==> src/rtl/rsc_pkg.sv <==
// Package: register map and constants for the radio state machine config block
package rsc_pkg;
  localparam logic [7:0] RSC_CFG0_ADDR = 8'h18;
  localparam logic [7:0] RSC_CFG0_RESET = 8'h04;
  localparam int RSC_CAL_LO = 4;
  localparam int RSC_PUD_LO = 2;
  localparam int RSC_PIN_BIT = 1;
  localparam int RSC_OSC_BIT = 0;
  localparam logic [1:0] RSC_CAL_NEVER = 2'h0;
  localparam logic [1:0] RSC_CAL_FROM_IDLE = 2'h1;
  localparam logic [1:0] RSC_CAL_TO_IDLE = 2'h2;
  localparam logic [1:0] RSC_CAL_FOURTH = 2'h3;
  localparam logic [1:0] RSC_NEXT_IDLE = 2'h0;
  localparam int RSC_RIPPLE_BITS = 6;
  localparam logic [8:0] RSC_EXP_0 = 9'h001;
  localparam logic [8:0] RSC_EXP_1 = 9'h010;
  localparam logic [8:0] RSC_EXP_2 = 9'h040;
  localparam logic [8:0] RSC_EXP_3 = 9'h100;
  localparam logic [1:0] RSC_FOURTH_LAST = 2'h3;
  typedef enum logic [2:0]
  {
    RSC_WAIT_OSC = 3'b001,
    RSC_COUNTING = 3'b010,
    RSC_READY = 3'b100
  } rsc_pup_e;
endpackage

==> src/rtl/rsc_top.sv <==
// Module: radio state machine config register, auto-calibration and chip-ready timer
`timescale 1ns/1ps
// Operation
// Setting 0: no automatic calibration; only the calibrate strobe calibrates.
// Setting 1: calibrate on each IDLE to RX, TX or tx-synth-on move.
// Setting 2: calibrate on each automatic RX or TX return to IDLE.
// Setting 3: calibrate on every fourth automatic return to IDLE.
// Host should prefer setting 3 in wake-on-radio use to save current.
// Chip-ready low stays high until ripple counter expires the selected count.
// Delay settings 0..3 give expiry counts 1, 16, 64, 256.
// Oscillator on in power-down: host should pick delay setting 2.
// Oscillator off in power-down: setting 0 allowed, setting 2 advised.
// Bit 1 enables pin radio control; resets to zero.
// Bit 0 keeps oscillator running in SLEEP; resets to zero.
// Calibration select in bits 5:4 resets 0; delay field resets 1.
// Automatic IDLE return happens when next-state field selects IDLE at packet end.
// Reserved bits 7:6 ignore writes and read zero.
module rsc_top import rsc_pkg::*;
(
  input wire logic mclk,
  input wire logic reset,
  input wire logic cfg_wr,
  input wire logic cfg_rd,
  input wire logic [7:0] cfg_addr,
  input wire logic [7:0] cfg_wdata,
  output logic [7:0] cfg_rdata,
  input wire logic calibrate_strobe,
  input wire logic idle_to_active,
  input wire logic rx_packet_end,
  input wire logic tx_packet_end,
  input wire logic [1:0] after_receive_next_state,
  input wire logic [1:0] after_transmit_next_state,
  input wire logic osc_stable,
  output logic cal_start,
  output logic chip_ready_low,
  output logic pin_ctrl_enable,
  output logic keep_osc_in_sleep
);
  // ==========================================================
  // Register
  logic [5:0] cfg_ff;
  logic [5:0] nxt_cfg;
  logic [7:0] rdata_ff;
  logic [7:0] nxt_rdata;
  logic [1:0] cal_sel;
  logic [1:0] pud_sel;
  logic cfg_hit;

  assign cal_sel = cfg_ff[RSC_CAL_LO+:2];
  assign pud_sel = cfg_ff[RSC_PUD_LO+:2];
  assign cfg_hit = cfg_addr == RSC_CFG0_ADDR;

  always_comb
  begin
    nxt_cfg = cfg_ff;
    nxt_rdata = rdata_ff;
    if (cfg_wr && cfg_hit)
    begin
      nxt_cfg = cfg_wdata[5:0];
    end
    if (cfg_rd)
    begin
      nxt_rdata = cfg_hit ? {2'h0, cfg_ff} : 8'h00;
    end
  end

  always_ff @(posedge mclk or posedge reset)
  begin
    if (reset)
    begin
      cfg_ff <= RSC_CFG0_RESET[5:0];
      rdata_ff <= 8'h00;
    end
    else
    begin
      cfg_ff <= nxt_cfg;
      rdata_ff <= nxt_rdata;
    end
  end

  // ==========================================================
  // Calibration trigger
  logic auto_idle;
  logic [1:0] ret_cnt_ff;
  logic [1:0] nxt_ret_cnt;
  logic cal_ff;
  logic nxt_cal;
  logic pin_ff;
  logic osc_ff;

  // A return counts only when the packet-end next state is IDLE
  assign auto_idle = (rx_packet_end && after_receive_next_state == RSC_NEXT_IDLE)
    || (tx_packet_end && after_transmit_next_state == RSC_NEXT_IDLE);

  always_comb
  begin
    nxt_ret_cnt = ret_cnt_ff;
    nxt_cal = calibrate_strobe;
    case (cal_sel)
      RSC_CAL_NEVER: nxt_cal = calibrate_strobe;
      RSC_CAL_FROM_IDLE: nxt_cal = calibrate_strobe || idle_to_active;
      RSC_CAL_TO_IDLE: nxt_cal = calibrate_strobe || auto_idle;
      RSC_CAL_FOURTH:
      begin
        if (auto_idle)
        begin
          nxt_ret_cnt = ret_cnt_ff + 2'h1;
          nxt_cal = calibrate_strobe || (ret_cnt_ff == RSC_FOURTH_LAST);
        end
      end
      default: nxt_cal = calibrate_strobe;
    endcase
  end

  always_ff @(posedge mclk or posedge reset)
  begin
    if (reset)
    begin
      ret_cnt_ff <= 2'h0;
      cal_ff <= 1'b0;
      pin_ff <= 1'b0;
      osc_ff <= 1'b0;
    end
    else
    begin
      ret_cnt_ff <= nxt_ret_cnt;
      cal_ff <= nxt_cal;
      pin_ff <= nxt_cfg[RSC_PIN_BIT];
      osc_ff <= nxt_cfg[RSC_OSC_BIT];
    end
  end

  // ==========================================================
  // Chip-ready timer
  // Ripple counter runs on mclk, standing in for the crystal clock
  rsc_pup_e pup_ff;
  rsc_pup_e nxt_pup;
  logic [RSC_RIPPLE_BITS-1:0] rip_ff;
  logic [RSC_RIPPLE_BITS-1:0] nxt_rip;
  logic [8:0] exp_ff;
  logic [8:0] nxt_exp;
  logic [8:0] exp_target;
  logic rdy_ff;
  logic nxt_rdy;

  always_comb
  begin
    case (pud_sel)
      2'h0: exp_target = RSC_EXP_0;
      2'h1: exp_target = RSC_EXP_1;
      2'h2: exp_target = RSC_EXP_2;
      default: exp_target = RSC_EXP_3;
    endcase
  end

  always_comb
  begin
    nxt_pup = pup_ff;
    nxt_rip = rip_ff;
    nxt_exp = exp_ff;
    nxt_rdy = 1'b1;
    case (pup_ff)
      RSC_WAIT_OSC:
      begin
        nxt_rip = '0;
        nxt_exp = 9'h000;
        if (osc_stable)
        begin
          nxt_pup = RSC_COUNTING;
        end
      end
      RSC_COUNTING:
      begin
        nxt_rip = rip_ff + 1'b1;
        if (&rip_ff)
        begin
          nxt_exp = exp_ff + 9'h001;
          if (exp_ff + 9'h001 == exp_target)
          begin
            nxt_pup = RSC_READY;
            nxt_rdy = 1'b0;
          end
        end
        if (!osc_stable)
        begin
          nxt_pup = RSC_WAIT_OSC;
          nxt_rdy = 1'b1;
        end
      end
      RSC_READY:
      begin
        nxt_rdy = 1'b0;
        if (!osc_stable)
        begin
          nxt_pup = RSC_WAIT_OSC;
          nxt_rdy = 1'b1;
        end
      end
      default: nxt_pup = RSC_WAIT_OSC;
    endcase
  end

  always_ff @(posedge mclk or posedge reset)
  begin
    if (reset)
    begin
      pup_ff <= RSC_WAIT_OSC;
      rip_ff <= '0;
      exp_ff <= 9'h000;
      rdy_ff <= 1'b1;
    end
    else
    begin
      pup_ff <= nxt_pup;
      rip_ff <= nxt_rip;
      exp_ff <= nxt_exp;
      rdy_ff <= nxt_rdy;
    end
  end

  assign cfg_rdata = rdata_ff;
  assign cal_start = cal_ff;
  assign chip_ready_low = rdy_ff;
  assign pin_ctrl_enable = pin_ff;
  assign keep_osc_in_sleep = osc_ff;

  // ==========================================================
  // Assertions
  // Cycles spent counting; saturates so the short-delay check fires once per start
  logic [6:0] pup_cyc_ff;
  logic [6:0] nxt_pup_cyc;

  always_comb
  begin
    nxt_pup_cyc = 7'h00;
    if (pup_ff == RSC_COUNTING)
    begin
      nxt_pup_cyc = (&pup_cyc_ff) ? pup_cyc_ff : pup_cyc_ff + 7'h01;
    end
  end

  always_ff @(posedge mclk or posedge reset)
  begin
    if (reset)
    begin
      pup_cyc_ff <= 7'h00;
    end
    else
    begin
      pup_cyc_ff <= nxt_pup_cyc;
    end
  end
endmodule

==> config.mk <==
export PLATFORM = sky130hd
export DESIGN_NAME = rsc_top
export DESIGN_NICKNAME = d
export VERILOG_FILES = /design/src/rtl/rsc_pkg.sv /design/src/rtl/rsc_top.sv
export SDC_FILE = /design/constraint.sdc
export NUM_CORES = 1
export LEC_CHECK = 0
export ABC_AREA = 0
export BUFFER_PORTS_ARGS = -buffer_cell sky130_fd_sc_hd__buf_2
export CELL_PAD_IN_SITES_DETAIL_PLACEMENT = 1
export CELL_PAD_IN_SITES_GLOBAL_PLACEMENT = 1
export CORE_MARGIN = 2
export CORE_UTILIZATION = 41
export CTS_BUF_LIST = sky130_fd_sc_hd__clkbuf_8 sky130_fd_sc_hd__clkbuf_16
export DETAILED_ROUTE_END_ITERATION = 7
export PLACE_DENSITY = 0.82
export SKIP_LAST_GASP = 1
export SLEW_MARGIN = 10
export SYNTH_ARGS = -nofsm -noshare
export SYNTH_HDL_FRONTEND = slang
export SYNTH_SLANG_ARGS = --single-unit
==> constraint.sdc <==
create_clock -name mclk -period 2.6 [get_ports mclk]
set_input_delay 0.26 -clock mclk [delete_from_list [all_inputs] [get_ports mclk]]
set_output_delay 0.26 -clock mclk [all_outputs]
set_load 0.01 [all_outputs]
# Word-level counts from Yosys, hierarchy flattened
# Cells that the tools add are included.
# W data, S select, Z words.
# totals
word_cells	65
output_inout_bits	12
mem_count	0
rom_bits	0
ram_bits	0
reg_bits	38
latchBits	0
input_bits	29
# op_classes
magnitude_cmp	0
shift	0
bitwise	0
n_eq_ne	16
n_reduce_logical	16
addsub	3
multipliers	0
div_mod_pow	0
n_mux	19
# ops
operator	n
$pmux W9 S3	1
$pmux W9 S2	1
$mux W3	5
$pmux W6 S2	1
$add A9 B1 Y9 const B	1
$eq A9 B9 Y1	1
$mux W9	1
$pmux W3 S3	1
$eq A2 B2 Y1 const B	4
$eq A8 B5 Y1 const B	1
$logic_not A2 Y1	4
$add A6 B1 Y6 const B	1
$mux W6	1
$ne A2 B2 Y1 const B	3
$ne A3 B3 Y1 const B	2
$reduce_and A6 Y1	1
$mux W1	5
$eq A2 B1 Y1 const B	2
$logic_or A1 B1 Y1	4
$pmux W1 S4	1
$reduce_and A2 Y1	2
$reduce_and A4 Y1	1
$eq A3 B1 Y1 const B	1
$eq A3 B2 Y1 const B	1
6 further kinds	8

# Depth between registers and ports, before layout
# Gate-level depths: netlist of run 1.
# logic_depth
depth_word	7
ltp_mapped	7
mapped_depth_nobuf	6

# Worst setup path after synthesis of run 1
# OpenSTA, ideal clock, no wires.
# synth_timing
path_kind	register -> register
startpoint	reg exp_ff[0]
endpoint	reg pup_ff[1]
t_arrival_ps	1745
path_stages_with_launch	8
setup_ps	141
setup_slack_ps	714
n_path_buf	1
synth_period_minus_slack_ps	1886
t_required_ps	2459
cell_sequence	dfrtp_1 ha_1 and2_1 buf_2 xnor3_1 nand3_2 a2111oi_4 a31oi_1
# synth_via
elab_chain_cells	4
# synth_rtl
element	line_no	text
start, declared	rsc_top.sv:140	logic [8:0] exp_ff;
start signal, assigned	rsc_top.sv:216	exp_ff <= nxt_exp;
$add A9 B1 Y9	rsc_top.sv:178	if (exp_ff + 9'h001 == exp_target)
$eq A9 B9 Y1	rsc_top.sv:178	
$ne A3 B3 Y1 (no line)	n/a	
$reduce_and A4 Y1 (no line)	n/a	
end signal, assigned	rsc_top.sv:214	pup_ff <= nxt_pup;
end, declared	rsc_top.sv:136	rsc_pup_e pup_ff;
# Every way passes these cells.
# A chain may end at the register's enable or synchronous reset.

# Worst setup path after layout of run 1
# Ends and elaborated chain as after synthesis.

==> results of run 1 <==
-- critical path, delay by kind of cell (launching register included) --
family          cells  cell delay [ps]
compound gates      2              480
xor+xnor            1              270
fa+ha+maj           1              300
flops               1              470
simple gates        2              380
-- registers in the layout (all words and copies together), names as in the netlist --
| name | count |
|---|---|
| cfg_ff | 6 |
| cal_start | 1 |
| ret_cnt_ff | 2 |
| cfg_rdata | 6 |
| pup_ff | 3 |
| rip_ff | 6 |
| exp_ff | 9 |
| chip_ready_low | 1 |
-- where the power goes --
| group | total, mW | internal (mW) | switching [mW] |
|---|---|---|---|
| registers | 0.563 | 0.544 | 0.0187 |
| logic | 0.108 | 0.0447 | 0.0634 |
| clock network | 0.416 | 0.210 | 0.206 |
| total | 1.09 | 0.799 | 0.288 |
-- cell type report --
type	count	area (um^2)
Tap cell	52	65.06
Sequential cell	34	854.6
Fill cell	512	2188
Clock buffer	6	82.58
Clock inverter	2	8.758
Inverter	13	48.80
Multi-Input combinational cell	136	910.9
Timing Repair Buffer	38	195.2
-- placed cells by master, fill, tap and decap left out, types with 3 or more instances in the layout --
master,instances
ha_1,6
nor2_1,13
xor2_1,5
xnor2_1,6
and2_1,3
mux2_2,7
o21ai_0,26
inv_1,14
clkbuf_8,6
dfrtp_1,31
o31ai_1,4
nand2_1,21
buf_2,36
nand3_1,8
dfstp_2,3
-- logic make-up after synthesis --
logic type | Yosys count | share of synthesized area, %
simple gates | 66 | 19.12
compound gates | 43 | 15.05
flops | 34 | 46.31
buf+inv | 20 | 4.542
xor+xnor | 12 | 6.440
mux | 7 | 4.271
fa+ha+maj | 6 | 4.068
other cells | 1 | 0.2032
-- metrics by stage --
| stage | hold WS [ps] | utilization (%) |
|---|---|---|
| 6_report | 47.20 | 49.74 |
| 5_1_grt | 89.95 | 49.74 |
| 4_1_cts | 67.40 | 49.74 |
| 3_5_place_dp | 387.8 | 47.64 |
| 3_3_place_gp | 383.3 | 47.64 |
| 2_1_floorplan | 299.3 | - |
-- per-layer routing --
layer / share of wire (%) / up-vias
li1: - / 733
met1: 43 / 758
met2: 53 / 18
met3: 2.4 / 4
met4: 2.2 / 0
met5: 0 / -
-- final timing paths --
path                                      end  slack, ps
worst max-delay path                pup_ff[1]        560
worst min-delay path            ret_cnt_ff[1]         50
worst max register to register      pup_ff[1]        560
worst min register to register  ret_cnt_ff[0]        490
max in group asynchronous           pup_ff[0]       2200
min in group mclk                   pup_ff[0]        120
==> reports/qor.txt, run 1 <==
Setup TNS - 0 ps
Final Net Count - 263
Most crowded layer after global routing - met2
CP max stage delay - 470 ps
Synth top area share - 42.03%
Routing usage on met1 - 23.88%
CTS tree - done
Kind of critical path - register to register
DRT Pass-1 Iters - 4
Number of global-route vias before repair - 1,706
Syn Area/Cell - 9.765 um^2
Cts bufs inserted - 5
Area growth, synth to finish - 17.36%
Crit-path cells - ha_1, and2_1, xnor3_1, nand3_2, a2111oi_4, a31oi_1
Post-synthesis sequential area ratio - 46.31%
CTS max path bufs - 2
F_max - 490.7 MHz
Number of DRC markers in iteration 0 - 71
Chip height - 71.09 um
Crit path required time - 2760 ps
Core area - 4354 um^2
CP Data Arrival Time - 2190 ps
Count of cell types in the netlist - 41
Largest net degree at the start of global routing - 35
Slew Viols, Final - 0
First-pass GRT wire length - 7928 um
CP startpoint - exp_ff[0]
Max-cap viol count - 0
Top post-synthesis cells by area - dfrtp_1, o21ai_0, dfstp_2, mux2_2, nand2_1
RSZ-0062 raised after global routing - no
CTS Hold Bufs - 0
Post-synth EDFFs - 0
Met2 usage - 36.03%
R2R cell count - 6
Max rail drop VDD - 0.2748 mV
Final instance area - 2166 um^2
Ant diodes - 0
Non-filler cells, final - 281
Wirelength per Cell - 16.17 um
DPL Wire Length - 3040 um
Setup WS pre-CTS - 574.8 ps
DRC viols - 0
Placed cells - 273
Post-synth top area cell - dfrtp_1
Num ports - 41
Critical Path Fanout Max - 6
Die W - 71.09 um
Endpoints failing hold - 0
Power Total - 1.087 mW
PD cells - 502.1 nW/um^2
Die area - 5054 um^2
Slowest-stage cell, CP - dfrtp_1
Root buffer cell - clkbuf_8
Synth Register Bits - 34
Worst r2r src - exp_ff[0]
Ys Warns - 0
Top cells by count, synth - dfrtp_1, o21ai_0, nand2_1
Clk_skew - 4.918 ps
Post-DR vias/cell - 5.384
PortBufs - 36
Leading register cell type out of synthesis - dfrtp_1
Initial Util - 42.39%
Initial antenna violation count - 0
Static Leakage - 1.032 nW
Clock Latency Late Sink - 290 ps
Syn Std Cell Area - 1846 um^2
Share of layout cells above drive strength 1 - 26.64%
Vias - 1,513
Post-route minimum period - 2038 ps
Setup slack after layout - 562.0 ps
Routability cong. - 0.7948
M3 GR Usage - 4.274%
DP Area - 2074 um^2
CP Launch Type - register
Cts repair resizes - 0
Synthesized instance count - 189
Cell with the most instances after synthesis - dfrtp_1
Clock Sinks - 34
Synth async-reset ratio - 100.0%
Clk slew on worst S/H paths - 70 ps
H-tree Lvls - 2
# rows - 24
Hold Path Class - input port to async pin
Endpoints failing setup - 0
CP Capture Type - register
Antenna Nets Post-Route - 0
Status - complete, no violations
WL final - 4543 um
Tcrit/Tclk final - 78.38%
Grt ovf - 0
Total setup buffers inserted after CTS - 0
Total track usage - 20.58%
Note: power is estimated with default switching activity, not from simulation.
==> inputs of run 2 (changes only) <==
--- a/config.mk
+++ b/config.mk
@@ -10,10 +10,10 @@
 export CELL_PAD_IN_SITES_DETAIL_PLACEMENT = 1
 export CELL_PAD_IN_SITES_GLOBAL_PLACEMENT = 1
 export CORE_MARGIN = 2
-export CORE_UTILIZATION = 41
+export CORE_UTILIZATION = 37
 export CTS_BUF_LIST = sky130_fd_sc_hd__clkbuf_8 sky130_fd_sc_hd__clkbuf_16
 export DETAILED_ROUTE_END_ITERATION = 7
-export PLACE_DENSITY = 0.82
+export PLACE_DENSITY = 0.79
 export SKIP_LAST_GASP = 1
 export SLEW_MARGIN = 10
 export SYNTH_ARGS = -nofsm -noshare
==> constraint.sdc (replaced) <==
create_clock -name mclk -period 1.7 [get_ports mclk]
set_input_delay 0.17 -clock mclk [delete_from_list [all_inputs] [get_ports mclk]]
set_output_delay 0.17 -clock mclk [all_outputs]
set_load 0.01 [all_outputs]
==> run 2 against run 1 <==
Effect of this change: the flow now finishes with violations (negative setup slack); maximum frequency rose by 17%; clock-buffer cell count fell by 1; clock power rose by 38%; via count rose by 1.9%; register-to-register slack got worse by 600 ps; first-iteration DRC count fell by 34%; core utilization rose by 0.52 points; clock skew rose by 1.3 ps; critical path type unchanged; critical endpoint unchanged.
==> reports/qor.txt, run 2 (same netlist as run 1, synthesis figures left out) <==
Number of global-route vias before repair - 1,602
Static Leakage - 1.139 nW
Kind of critical path - register to register
Hold Path Class - input port to register
Endpoints failing setup - 3
WHS Path Cells - 2
Vias - 1,542
Grt ovf - 0
Routing usage on met1 - 22.10%
Total track usage - 17.42%
Clk_skew - 6.233 ps
Chip height - 74.63 um
Tcrit/Tclk final - 102.4%
Ant diodes - 0
Most crowded layer after global routing - met2
PD cells - 682.7 nW/um^2
Min-delay src - osc_stable
Met2 usage - 29.99%
DRC viols - 0
R2R Path End - pup_ff[1]
Setup slack after layout - -40.14 ps
Max-cap viol count - 0
Antenna Nets Post-Route - 0
Commonest non-fill, non-tap cell in the layout - buf_2
CTS max path bufs - 2
Final Util - 50.26%
Core area - 4755 um^2
Initial Util - 38.82%
Clock Sinks - 34
# rows - 25
Max rail drop VDD - 0.4213 mV
Register area - 855.8 um^2
Status - complete, but fails checks
Endpoints failing hold - 0
Setup slack on the worst flop-to-flop path - -40 ps
Clk slew on worst S/H paths - 70 ps
Routability cong. - 0.7768
Post-DR vias/cell - 4.880
Top reg by flops - exp_ff
Setup TNS - -89.88 ps
Slew Viols, Final - 0
H-tree Lvls - 2
Failing checks - negative setup slack
FILL cells - 579
DP Area - 2231 um^2
F_max - 574.7 MHz
Critical Path Fanout Max - 3
Initial antenna violation count - 0
R2R cell count - 6
Die W - 74.63 um
Die area - 5569 um^2
M3 GR Usage - 3.614%
First-pass GRT wire length - 7465 um
DPL Wire Length - 3223 um
Clock Latency Late Sink - 280 ps
Share of layout cells above drive strength 1 - 34.94%
Crit path required time - 1850 ps
Area growth, synth to finish - 29.49%
Most frequent cells in the layout - buf_2, dfrtp_1, o21ai_0
Final instance area - 2390 um^2
Number of DRC markers in iteration 0 - 47
Wirelength per Cell - 13.75 um
CP Launch Type - register
Num ports - 41
Final Net Count - 283
Worst Hold End - pup_ff[0]
Largest net degree at the start of global routing - 35
Multi-input logic area - 950.9 um^2
WL final - 4345 um
CP Data Arrival Time - 1890 ps
Worst r2r src - exp_ff[0]
CP Capture Type - register
Cts bufs inserted - 5
CTS tree - done
RSZ-0062 raised after global routing - yes
Root buffer cell - clkbuf_8
PortBufs - 36
DRT Pass-1 Iters - 4
Number of flip-flops under the largest register name - 9
Post-route minimum period - 1740 ps
run 2: changes by cell type in the layout (fill, tap and decap cells not counted), moves of 2 or more:
cell / delta
and2_1: -2
and2_4: +2
buf_6: +2
buf_4: +16
run 2: worst max-delay path by stage:
| stage | to | cells after the start | slack (ps) | start |
|---|---|---|---|---|
| 2_1_floorplan | pup_ff[1] | 7 | -90 | exp_ff[0] |
| 3_3_place_gp | pup_ff[1] | 6 | -10 | exp_ff[1] |
| 3_5_place_dp | pup_ff[1] | 6 | -60 | exp_ff[0] |
| 4_1_cts | pup_ff[1] | 5 | -40 | cfg_ff[2] |
| 5_1_grt | pup_ff[1] | 6 | -120 | exp_ff[0] |
| 6_report | pup_ff[1] | 6 | -40 | exp_ff[0] |
run 2: through the flow:
step	worst slack (ps)	total power [mW]	std cells	hold WS, ps
2_1_floorplan	-90.34	0.9743	190	209.3
3_3_place_gp	-12.76	1.059	303	291.9
3_5_place_dp	-61.53	1.065	303	292.4
4_1_cts	-41.31	1.653	315	33.77
5_1_grt	-116.8	1.717	316	52.95
6_report	-40.14	1.632	316	46.36
run 2: area by class of cell:
| type | instances | area share [%] |
|---|---|---|
| clock buffers | 5 | 2.880 |
| clock inverters | 3 | 0.5759 |
| inverters | 13 | 2.042 |
| multi-input cells | 136 | 39.79 |
| flip-flops and latches | 34 | 35.81 |
| well taps | 67 | 3.508 |
| repair buffers | 58 | 15.39 |
run 2: where the power goes:
part           total [mW]  leakage (nW)  switching (mW)  internal [mW]
combinational       0.207         0.631           0.111         0.0960
sequential          0.850         0.458          0.0172          0.833
clock               0.574        0.0491           0.297          0.278
run 2: repair_timing:
| action | CTS | global route |
|---|---|---|
| endpoints found under the setup margin | 3 | 8 |
| hold buffers | 1 | 0 |
| gates resized for setup | 7 | 4 |
| buffers inserted | 3 | 1 |
| pin swaps | 4 | 3 |
| hold endpoints to repair | 31 | 0 |
run 2: worst max-delay path, cell delays in order (launching register included):
cell and delay [ps]:
dfrtp_2 440, ha_4 170, and2_4 130, xnor3_1 230, nand3_2 100, a2111oi_4 410, a31oi_1 120
run 2: per-layer routing:
metal  routed length, um  up-vias
li1                    -      773
met1                1946      751
met2                2259       14
met3                  88        4
met4                  51        0
met5                   0        -
==> inputs of run 3 (changes only) <==
--- a/config.mk
+++ b/config.mk
@@ -14,6 +14,7 @@
 export CTS_BUF_LIST = sky130_fd_sc_hd__clkbuf_8 sky130_fd_sc_hd__clkbuf_16
 export DETAILED_ROUTE_END_ITERATION = 7
 export PLACE_DENSITY = 0.79
+export SKIP_CTS_REPAIR_TIMING = 1
 export SKIP_LAST_GASP = 1
 export SLEW_MARGIN = 10
 export SYNTH_ARGS = -nofsm -noshare
==> run 3 against run 2 <==
Effect of this change: the flow finishes with violations (negative hold slack, negative setup slack); non-clock buffer count decreased by 3; clock power about the same; clock-buffer cell count unchanged; largest cell class unchanged; setup slack improved by 14 ps; worst hold slack got worse by 78 ps; die area unchanged; final cell count decreased by 0.95%; largest power group unchanged; core utilization decreased by 1.1 points; sequential share of layout area increased by 0.77 points; wire length decreased by 3.5%.
==> reports/qor.txt, run 3 (same netlist as run 1, synthesis figures left out) <==
Status - complete, but fails checks
Failing checks - negative hold slack, negative setup slack
Routability cong. - 0.7768
Clock Latency Late Sink - 290 ps
Die W - 74.63 um
Largest net degree at the start of global routing - 35
Crit path required time - 1850 ps
F_max - 579.2 MHz
Post-route minimum period - 1727 ps
Initial antenna violation count - 0
Chip height - 74.63 um
Die area - 5569 um^2
Commonest non-fill, non-tap cell in the layout - buf_2
Antenna Nets Post-Route - 0
DPL Wire Length - 3223 um
Vias - 1,539
Hold slack - -32.00 ps
H-tree Lvls - 2
PortBufs - 36
Number of flip-flops under the largest register name - 9
Endpoints failing setup - 3
Slew Viols, Final - 0
Setup slack after layout - -26.61 ps
Tcrit/Tclk final - 101.6%
Num ports - 41
CTS max path bufs - 2
Placed cells - 303
CP Launch Type - register
Final Net Count - 280
Clk_skew - 5.325 ps
Setup TNS - -46.05 ps
DRT Pass-1 Iters - 4
Non-filler cells, final - 313
Static Leakage - 1.121 nW
Endpoints failing hold - 31
Number of DRC markers in iteration 0 - 38
Share of layout cells above drive strength 1 - 33.74%
Hold Path Class - input port to async pin
Grt ovf - 0
CP Capture Type - register
Total track usage - 17.05%
Initial Util - 38.82%
Most frequent cells in the layout - buf_2, dfrtp_1, o21ai_0
CP Data Arrival Time - 1880 ps
Critical Path Fanout Max - 3
Setup WS pre-CTS - -61.53 ps
Clk slew on worst S/H paths - 70 ps
CTS tree - done
Post-DR vias/cell - 4.917
Number of global-route vias before repair - 1,572
Core area - 4755 um^2
Power Total - 1.627 mW
Kind of critical path - register to register
Ant diodes - 0
# rows - 25
Max-cap viol count - 0
DRC viols - 0
Final Util - 49.21%
Cts bufs inserted - 5
Top reg by flops - exp_ff
Root buffer cell - clkbuf_8
First-pass GRT wire length - 7293 um
Area growth, synth to finish - 26.78%
Setup slack on the worst flop-to-flop path - -30 ps
RSZ-0062 raised after global routing - yes
Clock Sinks - 34
Wirelength per Cell - 13.39 um
PD cells - 695.4 nW/um^2
WL final - 4191 um
Max rail drop VDD - 0.4136 mV
-- run 3: cell count changes in the layout (fill, tap and decap cells not counted), sizes merged --
cell,change
buf,-2
dlygate4sd3,-1
-- run 3: through the flow --
step / hold slack [ps] / cell area [um^2]
after floorplan: 209.3 / 1862
after global placement: 291.9 / 2231
after detailed placement: 292.4 / 2231
after CTS: -21.17 / 2313
after global routing: 3.596 / 2340
final: -32.00 / 2340
-- run 3: per-layer routing --
metal  vias to the layer above  GRT usage, %  wire (um)
met5                         -             0          0
met1                       754         21.57       1904
met4                         0         5.357         51
li1                        765             -          -
met2                        16         29.30       2128
met3                         4         3.614        106
-- run 3: report_power, final --
| part | internal, mW | switching (mW) | total, mW |
|---|---|---|---|
| registers | 0.833 | 0.0172 | 0.850 |
| clock network | 0.278 | 0.294 | 0.572 |
| logic | 0.0945 | 0.111 | 0.205 |
-- run 3: final timing paths --
path                                from             end  cells past startpoint
min reg2reg                ret_cnt_ff[0]   ret_cnt_ff[0]                      1
max reg2reg                    cfg_ff[2]       pup_ff[1]                      5
min                                reset       cal_start                      3
min in group mclk             osc_stable       pup_ff[0]                      2
max                            cfg_ff[2]       pup_ff[1]                      5
max in group asynchronous          reset  chip_ready_low                      3
-- run 3: layout make-up --
| cell class | count | area (um^2) |
|---|---|---|
| tap | 67 | 83.83 |
| clock buffer | 5 | 68.82 |
| sequential | 34 | 855.8 |
| multi-input combinational | 136 | 933.4 |
| timing repair buffer | 55 | 335.3 |
| fill | 586 | 2415 |
| inverter | 13 | 48.80 |
| clock inverter | 3 | 13.76 |
-- run 3: worst max-delay path: stages (launching register included) --
cell       delay [ps]
dfstp_2           540
nor2b_2            60
xor2_1            140
or3_4             340
a2111oi_4         390
a31oi_1           120
